==> src/shared/lec_pkg.sv <==
// Purpose: Constants and carrier types for the lookup engine control block
// Assumes: 32-bit APB, each register on one aligned word
// Notes:   Flush trigger register is a companion control word owned here
package lec_pkg;
	localparam logic [11:0] IDX_CTRL_ONE = 12'h310;    // Flush triggers, word index
	localparam logic [11:0] IDX_CTRL_TWO = 12'h312;    // lookup_engine_control_two, word index
	localparam logic [11:0] IDX_STATUS   = 12'h314;    // Flush busy status, word index
	// One aligned word per register, so the byte address is four times the low ten bits of the index
	localparam logic [11:0] OFF_CTRL_ONE = {IDX_CTRL_ONE[9:0], 2'b00}; // Flush triggers
	localparam logic [11:0] OFF_CTRL_TWO = {IDX_CTRL_TWO[9:0], 2'b00}; // Control two
	localparam logic [11:0] OFF_STATUS   = {IDX_STATUS[9:0], 2'b00};   // Flush status
	localparam int          BIT_TRAP     = 6;          // Double tag multicast trap
	localparam int          BIT_DYN_FLT  = 5;          // Dynamic entry egress filter
	localparam int          BIT_STA_FLT  = 4;          // Static entry egress filter
	localparam int          POS_FLUSH    = 2;          // Flush selection low bit
	localparam int          BIT_FL_ALL   = 5;          // Full-table flush trigger
	localparam int          BIT_FL_STP   = 4;          // Spanning-tree flush trigger
	localparam logic [7:0]  CTRL_TWO_RST = 8'h00;      // All fields zero after reset
	localparam logic [1:0]  FL_NONE      = 2'h0;       // No class selected / done
	localparam logic [1:0]  FL_DYN       = 2'h1;       // Dynamic only
	localparam logic [1:0]  FL_STA       = 2'h2;       // Static only
	localparam logic [1:0]  FL_BOTH      = 2'h3;       // Both classes
	typedef enum logic [1:0] {
		PRI_DA   = 2'b00,
		PRI_SA   = 2'b01,
		PRI_HIGH = 2'b10,
		PRI_LOW  = 2'b11
	} lec_pri_sel_t;
	// Lookup result from the forwarding engine
	typedef struct packed {
		logic       hit;       // Address lookup hit
		logic       is_static; // Hit entry is static
		logic       rsvd_mc;   // Frame is reserved multicast
		logic [6:0] alu_map;   // Address-table port map
		logic [6:0] vlan_map;  // VLAN-table port map
		logic [2:0] da_pri;    // Priority from destination lookup
		logic [2:0] sa_pri;    // Priority from source lookup
	} lec_lookup_t;
endpackage

==> src/rtl/lec_ctrl.sv <==
// Purpose: Lookup engine control register two, flush sequencing, port and
//          priority selection for the address lookup engine
// Assumes: Single pclk domain; lookup inputs synchronous to pclk
// Notes:   Flush runs for a parameterised cycle count then reports done
// Notes on behaviour
// - Double tag trap sends reserved multicast to host
// - Dynamic hit ANDs address and VLAN maps
// - Static hit ANDs address and VLAN maps
// - Flush selection restricts which entry classes flush
// - Selection governs both full and spanning-tree flush
// - Selection 00 means none and flush done
// - Priority from DA, SA, higher or lower
// - Flush trigger bits write one, self clear
module lec_ctrl #(
	parameter int                 PORTS      = 7,  // Switch port count
	parameter int                 HOST_PORT  = 6,  // Host port index
	parameter int                 FLUSH_CYC  = 16  // Cycles one flush takes
) (
	input  wire logic             pclk,
	input  wire logic             presetn,
	input  wire logic             psel,
	input  wire logic             penable,
	input  wire logic             pwrite,
	input  wire logic [11:0]      paddr,
	input  wire logic [31:0]      pwdata,
	input  wire logic [3:0]       pstrb,
	output logic      [31:0]      prdata,
	output logic                  pready,
	output logic                  pslverr,
	input  wire logic             double_tag_en,
	input  wire lec_pkg::lec_lookup_t lookup,
	output logic      [6:0]       fwd_map,
	output logic      [2:0]       mac_address_priority,
	output logic                  flush_busy,
	output logic                  flush_dyn,
	output logic                  flush_sta,
	output logic                  flush_stp_only
);
	import lec_pkg::*;

	logic [7:0]  ctrl_two;      // Control register two
	logic        trig_all;      // Full-table flush trigger, self clearing
	logic        trig_stp;      // Spanning-tree flush trigger, self clearing
	logic [15:0] flush_cnt;     // Remaining flush cycles
	logic [1:0]  flush_cls;     // Class captured at flush start
	logic        stp_run;       // Running flush is the spanning-tree kind

	// Bus decode; only the low byte lane matters, the registers are eight bits
	// wide
	wire         wr_en    = psel && penable && pwrite;
	wire         hit_one  = (paddr == OFF_CTRL_ONE);
	wire         hit_two  = (paddr == OFF_CTRL_TWO);
	wire         hit_stat = (paddr == OFF_STATUS);
	wire         mapped   = hit_one || hit_two || hit_stat;
	wire [1:0]   sel_cls  = ctrl_two[POS_FLUSH +: 2];
	wire         wr_one   = wr_en && hit_one && pstrb[0];
	wire         wr_two   = wr_en && hit_two && pstrb[0];
	wire         start    = (trig_all || trig_stp) && !flush_busy && sel_cls != FL_NONE;

	// Zero-wait slave; unmapped addresses answer with an error
	assign pready  = 1'b1;
	assign pslverr = psel && penable && !mapped;

	// Read mux: reserved bits read zero
	wire [31:0]  rd_mux   = hit_two  ? {24'h0, ctrl_two} :
	                        hit_one  ? {26'h0, trig_all, trig_stp, 4'h0} :
	                        hit_stat ? {31'h0, flush_busy} : 32'h0;

	// Read data is taken at the end of the setup cycle so the access phase
	// sees a flop; status may thus be one cycle old, which software can bear
	always_ff @(posedge pclk or negedge presetn) begin
		if (!presetn) begin
			prdata <= 32'h0;
		end else if (psel && !penable && !pwrite) begin
			prdata <= rd_mux;
		end
	end

	// Control register two; flush field cleared on completion
	always_ff @(posedge pclk or negedge presetn) begin
		if (!presetn) begin
			ctrl_two <= CTRL_TWO_RST;
		end else if (wr_two) begin
			ctrl_two <= pwdata[7:0];
		end else if (flush_busy && flush_cnt == 16'h1) begin
			ctrl_two[POS_FLUSH +: 2] <= FL_NONE;
		end
	end

	// Trigger bits: set by write of one, clear when flush starts or cannot run
	// A trigger that arrives while busy waits; once the flush ends the field
	// reads 00, so such a late trigger is dropped rather than run twice
	always_ff @(posedge pclk or negedge presetn) begin
		if (!presetn) begin
			trig_all <= 1'b0;
			trig_stp <= 1'b0;
		end else if (wr_one) begin
			trig_all <= pwdata[BIT_FL_ALL];
			trig_stp <= pwdata[BIT_FL_STP];
		end else if (!flush_busy) begin
			trig_all <= 1'b0;
			trig_stp <= 1'b0;
		end
	end

	// Flush sequencer; both triggers use the same selection
	// The class is captured at start so a selection write in mid-flush cannot
	// change what the table walker removes
	always_ff @(posedge pclk or negedge presetn) begin
		if (!presetn) begin
			flush_busy <= 1'b0;
			flush_cnt  <= 16'h0;
			flush_cls  <= FL_NONE;
			stp_run    <= 1'b0;
		end else if (start) begin
			flush_busy <= 1'b1;
			flush_cnt  <= 16'(FLUSH_CYC);
			flush_cls  <= sel_cls;
			stp_run    <= trig_stp && !trig_all;
		end else if (flush_busy) begin
			flush_cnt <= flush_cnt - 16'h1;
			if (flush_cnt == 16'h1) begin
				flush_busy <= 1'b0;
			end
		end
	end

	// Class strobes to the table walker
	assign flush_dyn      = flush_busy && flush_cls[0];
	assign flush_sta      = flush_busy && flush_cls[1];
	assign flush_stp_only = flush_busy && stp_run;

	// Forwarding map selection; leaves both filters off at reset
	// The trap wins over every lookup result; a miss floods to the VLAN members
	wire        filt_on = lookup.is_static ? ctrl_two[BIT_STA_FLT]
	                                        : ctrl_two[BIT_DYN_FLT];
	wire [6:0]  host_m  = 7'(1 << HOST_PORT);
	wire        trap    = double_tag_en && ctrl_two[BIT_TRAP] && lookup.rsvd_mc;
	wire [6:0]  hit_map = filt_on ? (lookup.alu_map & lookup.vlan_map) : lookup.alu_map;
	wire [6:0]  next_fwd = trap ? host_m : (lookup.hit ? hit_map : lookup.vlan_map);

	// Priority selection; a tie in higher or lower mode gives the shared value
	lec_pri_sel_t psel_mode;
	assign psel_mode = lec_pri_sel_t'(ctrl_two[1:0]);
	logic [2:0] next_pri;
	always_comb begin
		unique case (psel_mode)
			PRI_DA:   next_pri = lookup.da_pri;
			PRI_SA:   next_pri = lookup.sa_pri;
			PRI_HIGH: next_pri = (lookup.da_pri > lookup.sa_pri) ? lookup.da_pri
			                                                      : lookup.sa_pri;
			PRI_LOW:  next_pri = (lookup.da_pri < lookup.sa_pri) ? lookup.da_pri
			                                                      : lookup.sa_pri;
		endcase
	end

	// Registered results, so the table walker sees one settled map per cycle
	always_ff @(posedge pclk or negedge presetn) begin
		if (!presetn) begin
			fwd_map              <= 7'h0;
			mac_address_priority <= 3'h0;
		end else begin
			fwd_map              <= next_fwd;
			mac_address_priority <= next_pri;
		end
	end

	// Checks on the rules this block carries out; all are on pclk
	AST_TRAP: assert property (@(posedge pclk) disable iff (!presetn)
		double_tag_en && ctrl_two[BIT_TRAP] && lookup.rsvd_mc |=> fwd_map == $past(host_m))
		else $error("Trap did not send frame to host only");
	AST_DYN: assert property (@(posedge pclk) disable iff (!presetn)
		lookup.hit && !lookup.is_static && !lookup.rsvd_mc && ctrl_two[BIT_DYN_FLT]
		|=> fwd_map == ($past(lookup.alu_map) & $past(lookup.vlan_map)))
		else $error("Dynamic hit not VLAN filtered");
	AST_STA: assert property (@(posedge pclk) disable iff (!presetn)
		lookup.hit && lookup.is_static && !lookup.rsvd_mc && !ctrl_two[BIT_STA_FLT]
		|=> fwd_map == $past(lookup.alu_map))
		else $error("Static hit filtered while disabled");
	AST_CLS: assert property (@(posedge pclk) disable iff (!presetn)
		start |=> flush_dyn == $past(sel_cls[0]) && flush_sta == $past(sel_cls[1]))
		else $error("Flush class mismatch");
	AST_BOTH: assert property (@(posedge pclk) disable iff (!presetn)
		trig_stp && !flush_busy && sel_cls != FL_NONE |=> flush_busy)
		else $error("Spanning-tree flush did not start");
	AST_DONE: assert property (@(posedge pclk) disable iff (!presetn)
		$fell(flush_busy) && !$past(wr_two) |-> sel_cls == FL_NONE)
		else $error("Selection not zero after flush");
	AST_SC: assert property (@(posedge pclk) disable iff (!presetn)
		trig_all && !flush_busy && !wr_one |=> !trig_all)
		else $error("Flush trigger did not self clear");
	AST_PRI: assert property (@(posedge pclk) disable iff (!presetn)
		psel_mode == PRI_HIGH |=> mac_address_priority >= $past(lookup.sa_pri)
		&& mac_address_priority >= $past(lookup.da_pri))
		else $error("Higher priority not chosen");
	AST_TRAP_OFF: assert property (@(posedge pclk) disable iff (!presetn)
		!ctrl_two[BIT_TRAP] && lookup.rsvd_mc && !lookup.hit |=> fwd_map == $past(lookup.vlan_map))
		else $error("Reserved multicast trapped while trap disabled");
	AST_DYN_OFF: assert property (@(posedge pclk) disable iff (!presetn)
		lookup.hit && !lookup.is_static && !lookup.rsvd_mc && !ctrl_two[BIT_DYN_FLT]
		|=> fwd_map == $past(lookup.alu_map))
		else $error("Dynamic hit filtered while disabled");
	AST_STA_ON: assert property (@(posedge pclk) disable iff (!presetn)
		lookup.hit && lookup.is_static && !lookup.rsvd_mc && ctrl_two[BIT_STA_FLT]
		|=> fwd_map == ($past(lookup.alu_map) & $past(lookup.vlan_map)))
		else $error("Static hit not VLAN filtered");
	AST_LOW: assert property (@(posedge pclk) disable iff (!presetn)
		psel_mode == PRI_LOW |=> mac_address_priority <= $past(lookup.sa_pri)
		&& mac_address_priority <= $past(lookup.da_pri))
		else $error("Lower priority not chosen");
	AST_NONE: assert property (@(posedge pclk) disable iff (!presetn)
		!flush_busy && sel_cls == FL_NONE |=> !flush_busy)
		else $error("Flush ran with no class selected");

	// Main scenarios that the bench should reach
	COV_FLUSH: cover property (@(posedge pclk) disable iff (!presetn) $fell(flush_busy));
	COV_STP:   cover property (@(posedge pclk) disable iff (!presetn) flush_stp_only);
	COV_TRAP:  cover property (@(posedge pclk) disable iff (!presetn) trap);
	COV_LOW:   cover property (@(posedge pclk) disable iff (!presetn) psel_mode == PRI_LOW);
endmodule

==> config.mk <==
export PLATFORM = sky130hd
export DESIGN_NAME = lec_ctrl
export DESIGN_NICKNAME = d
export VERILOG_FILES = /design/src/shared/lec_pkg.sv /design/src/rtl/lec_ctrl.sv
export SDC_FILE = /design/constraint.sdc
export NUM_CORES = 1
export LEC_CHECK = 0
export BUFFER_PORTS_ARGS = -buffer_cell sky130_fd_sc_hd__clkbuf_2
export CORE_MARGIN = 1.5
export CORE_UTILIZATION = 30
export CTS_CLUSTER_DIAMETER = 40
export DETAILED_ROUTE_END_ITERATION = 16
export GPL_TIMING_DRIVEN = 0
export PLACE_DENSITY = 0.62
export SLEW_MARGIN = 10
export SYNTH_ARGS = -nofsm -noshare
export SYNTH_HDL_FRONTEND = slang
export SYNTH_SLANG_ARGS = --single-unit
==> constraint.sdc <==
create_clock -name pclk -period 2.05 [get_ports pclk]
set_input_delay 0.1025 -clock pclk [delete_from_list [all_inputs] [get_ports pclk]]
set_output_delay 0.1025 -clock pclk [all_outputs]
set_load 0.02 [all_outputs]
==> results.cfg <==
[sta]
rsz0062_at_grt = no
finalSetupViolCount = 0
hold_ws_ps = 21.19
relSlewSlack_pct = 42.67
finalClockSkew_ps = 12.77
tightestPinTransition_ps = 854.8
hold_viol = 0
fin_crit_sh_pct = 97.51
fmax_ghz = 0.5003
drv_slew = 0
final.min_clock_period_ps = 1999

[pwr]
clkPwrFrac_pct = 33.5
power.switching_uw = 460.4
intPower_mw = 1.340
total_leakage_power_nw = 1.651
p_per_area_nw_per_um2 = 561.3
p_comb_share_pct = 13.0
power_mw = 1.800
vdd_drop_max_mv = 0.2374
seq_power_share_pct = 53.5
switching_share_pct = 25.58

[outcome]
status = finished, final reports clean

[grt]
grt_usage_pct = 12.99
grt-ovfl-total = 0
grt_max_degree = 49
first_global_vias = 1953
grt_pass1_wl_um = 9135
grt_antenna_before_repair = 0

[setup_path]
cp-end-kind = flip-flop
setup.worst_path.class = reg -> reg
worstSetupStartpointType = flip-flop
crit_required_ps = 2290
cp.arrival_ps = 2240
critPathMaxFanout = 4

[synthesis]
yosys.cell_types.count = 49
synth_edf_count = 0
ys_ff_latch = 48
yosysWarnings = 0
synthCells = 246
async_flop_share_pct = 100.0
syn_area_per_cell_sq_um = 10.21
ys.flop_type = dfrtp_1
syn_area_sq_um = 2511
ys_seq_area_share_pct = 47.83

[routing]
first_pass_iters = 4
wirelength_um = 5648
routedWlPerCell_um = 12.47
vias = 2093
drt_iter0_drc = 124
antenna_left = 0
drc_errors = 0
routed_via_density = 4.620

[floorplanning]
fp.dieW_um = 94.49
rows = 33
die_area_sq_um = 8928
fp.dieH_um = 94.49
io-pin-count = 125
initial_utilization_pct = 30.72
coreArea_sq_um = 8175

[placement]
numPortBuffers = 72
place.gp.congestion = 0.8118
dp_hpwl_um = 4270

[clock_network]
numClockSinks = 48
clk_latency_ps = 300
cts_tree = yes
postCtsSetupBuffers = 0
clk_path_buf_depth = 2
numCtsBuffers = 5
htreeDepth = 2
clockRootBuffer = clkbuf_8
cts.reportedPaths.clkPinSlew_ps = 100

[job]
maxCapViolations = 0

[finish]
layout.nets = 429
diodes = 0
syn2layout_area_growth_pct = 27.70
drive_above_1_share_pct = 37.07
mostFrequentLayoutCells = 72 x clkbuf_2, 48 x dfrtp_1, 25 x buf_4, 25 x conb_1, 18 x nand2_1
layout_commonest_cell = clkbuf_2

[hold_path]
min_path_type = in -> reg
-- routing by layer --
| layer | up-vias | share of wire, % | global-route usage, % |
|---|---|---|---|
| met5 | - | 0 | 0 |
| li1 | 1027 | - | - |
| met4 | 0 | 1.3 | 4.104 |
| met3 | 5 | 6.3 | 2.899 |
| met2 | 78 | 48 | 21.76 |
| met1 | 983 | 45 | 16.60 |
-- cells in the mapped netlist (2+ instances only) --
| cell | n | area, sq um |
|---|---|---|
| mux2i_1 | 2 | 20.02 |
| a21oi_1 | 7 | 35.03 |
| a22o_1 | 5 | 43.79 |
| mux2_2 | 7 | 78.83 |
| ha_1 | 5 | 62.56 |
| a221o_1 | 2 | 20.02 |
| o31ai_1 | 2 | 15.01 |
| nor4b_1 | 3 | 26.28 |
| xnor2_1 | 7 | 61.31 |
| or3b_2 | 2 | 17.52 |
| conb_1 | 2 | 7.510 |
| dfrtp_1 | 48 | 1201 |
| or4_1 | 3 | 22.52 |
| nor2_1 | 14 | 52.55 |
| buf_4 | 25 | 187.7 |
| a32oi_1 | 2 | 17.52 |
| inv_1 | 14 | 52.55 |
| o221a_2 | 6 | 67.56 |
| o21ai_0 | 10 | 50.05 |
| o22ai_1 | 2 | 12.51 |
| xor2_1 | 2 | 17.52 |
| clkbuf_1 | 6 | 22.52 |
| and2_1 | 5 | 31.28 |
| nor2b_1 | 4 | 25.02 |
| nand3_1 | 5 | 25.02 |
| or3_1 | 2 | 12.51 |
| and2_0 | 2 | 12.51 |
| nand4_1 | 5 | 31.28 |
| nor4_1 | 6 | 37.54 |
| and3_1 | 2 | 12.51 |
| nand2_1 | 18 | 67.56 |
| nor3_1 | 4 | 20.02 |
-- cells by family (layout without fill, tap and decap cells) --
| kind of cell | Yosys count | in the layout | synth area share, % |
|---|---|---|---|
| XOR/XNOR | 9 | 9 | 3.139 |
| AO/OA/AOI/OAI | 44 | 44 | 13.00 |
| buffers and inverters | 45 | 124 | 10.46 |
| other | 2 | 25 | 0.2991 |
| multiplexers | 9 | 9 | 3.936 |
| AND/OR/NAND/NOR | 84 | 84 | 18.83 |
| flip-flops | 48 | 48 | 47.83 |
| adder cells (fa/ha/maj) | 5 | 5 | 2.491 |
-- state kept, by name, indices dropped and copies added, names as in the netlist --
register,flops
mac_address_priority,3
trig_all,1
ctrl_two,8
trig_stp,1
flush_busy,1
fwd_map,7
flush_cnt,16
stp_run,1
prdata,8
flush_cls,2
-- worst paths after layout --
check / from / endpoint / slack, ps / cells after the start
max: flush_cnt[8] / flush_cnt[13] / 50 / 4
min: lookup[12] / fwd_map[6] / 20 / 3
max reg2reg: flush_cnt[8] / flush_cnt[13] / 50 / 4
min reg2reg: flush_cls[1] / flush_cls[1] / 490 / 2
max in group asynchronous: presetn / flush_cnt[12] / 1210 / 2
min in group asynchronous: presetn / flush_cnt[2] / 400 / 2
-- through the flow --
stage / cell area, sq um / instances / worst slack, ps / TNS (ps) / utilization, %
detailed placement: 3092 / 446 / -91.74 / -773.8 / 37.82
floorplan: 2597 / 269 / 105.5 / 0 / -
global placement: 3089 / 446 / -44.45 / -326.5 / 37.79
finish: 3207 / 453 / 51.07 / 0 / 39.23
global route: 3207 / 453 / 10.06 / 0 / 39.23
CTS: 3198 / 453 / 11.91 / 0 / 39.12
-- worst max-delay path: stages (launching register included) --
cell	delay (ps)
dfrtp_1	420
or4_4	550
or3_4	360
or4_4	490
a21oi_2	130
-- power groups by stage --
stage	clock network (mW)	logic, mW	registers, mW
after global placement	0	0.232	0.983
after floorplan	0	0.122	1.00
after global routing	0.658	0.260	0.966
after CTS	0.626	0.237	0.964
final	0.602	0.234	0.964
after detailed placement	0	0.235	0.983
-- area by class of cell --
cell class	count	area, sq um
fillers	866	4969
flip-flops and latches	48	1201
multi-input cells	176	1149
repair buffers	73	372.9
plain buffers	29	203.9
well taps	105	131.4
clock buffers	6	82.58
inverters	14	52.55
clock inverters	2	13.76
-- timing repair --
item	in CTS	in global routing
cloned	0	0
resized for setup	2	4
pin swaps	0	1
endpoints found under the setup margin	11	11
hold buffers	1	0
endpoints found under the hold margin	48	0
Power figures use the tool's default switching activity.
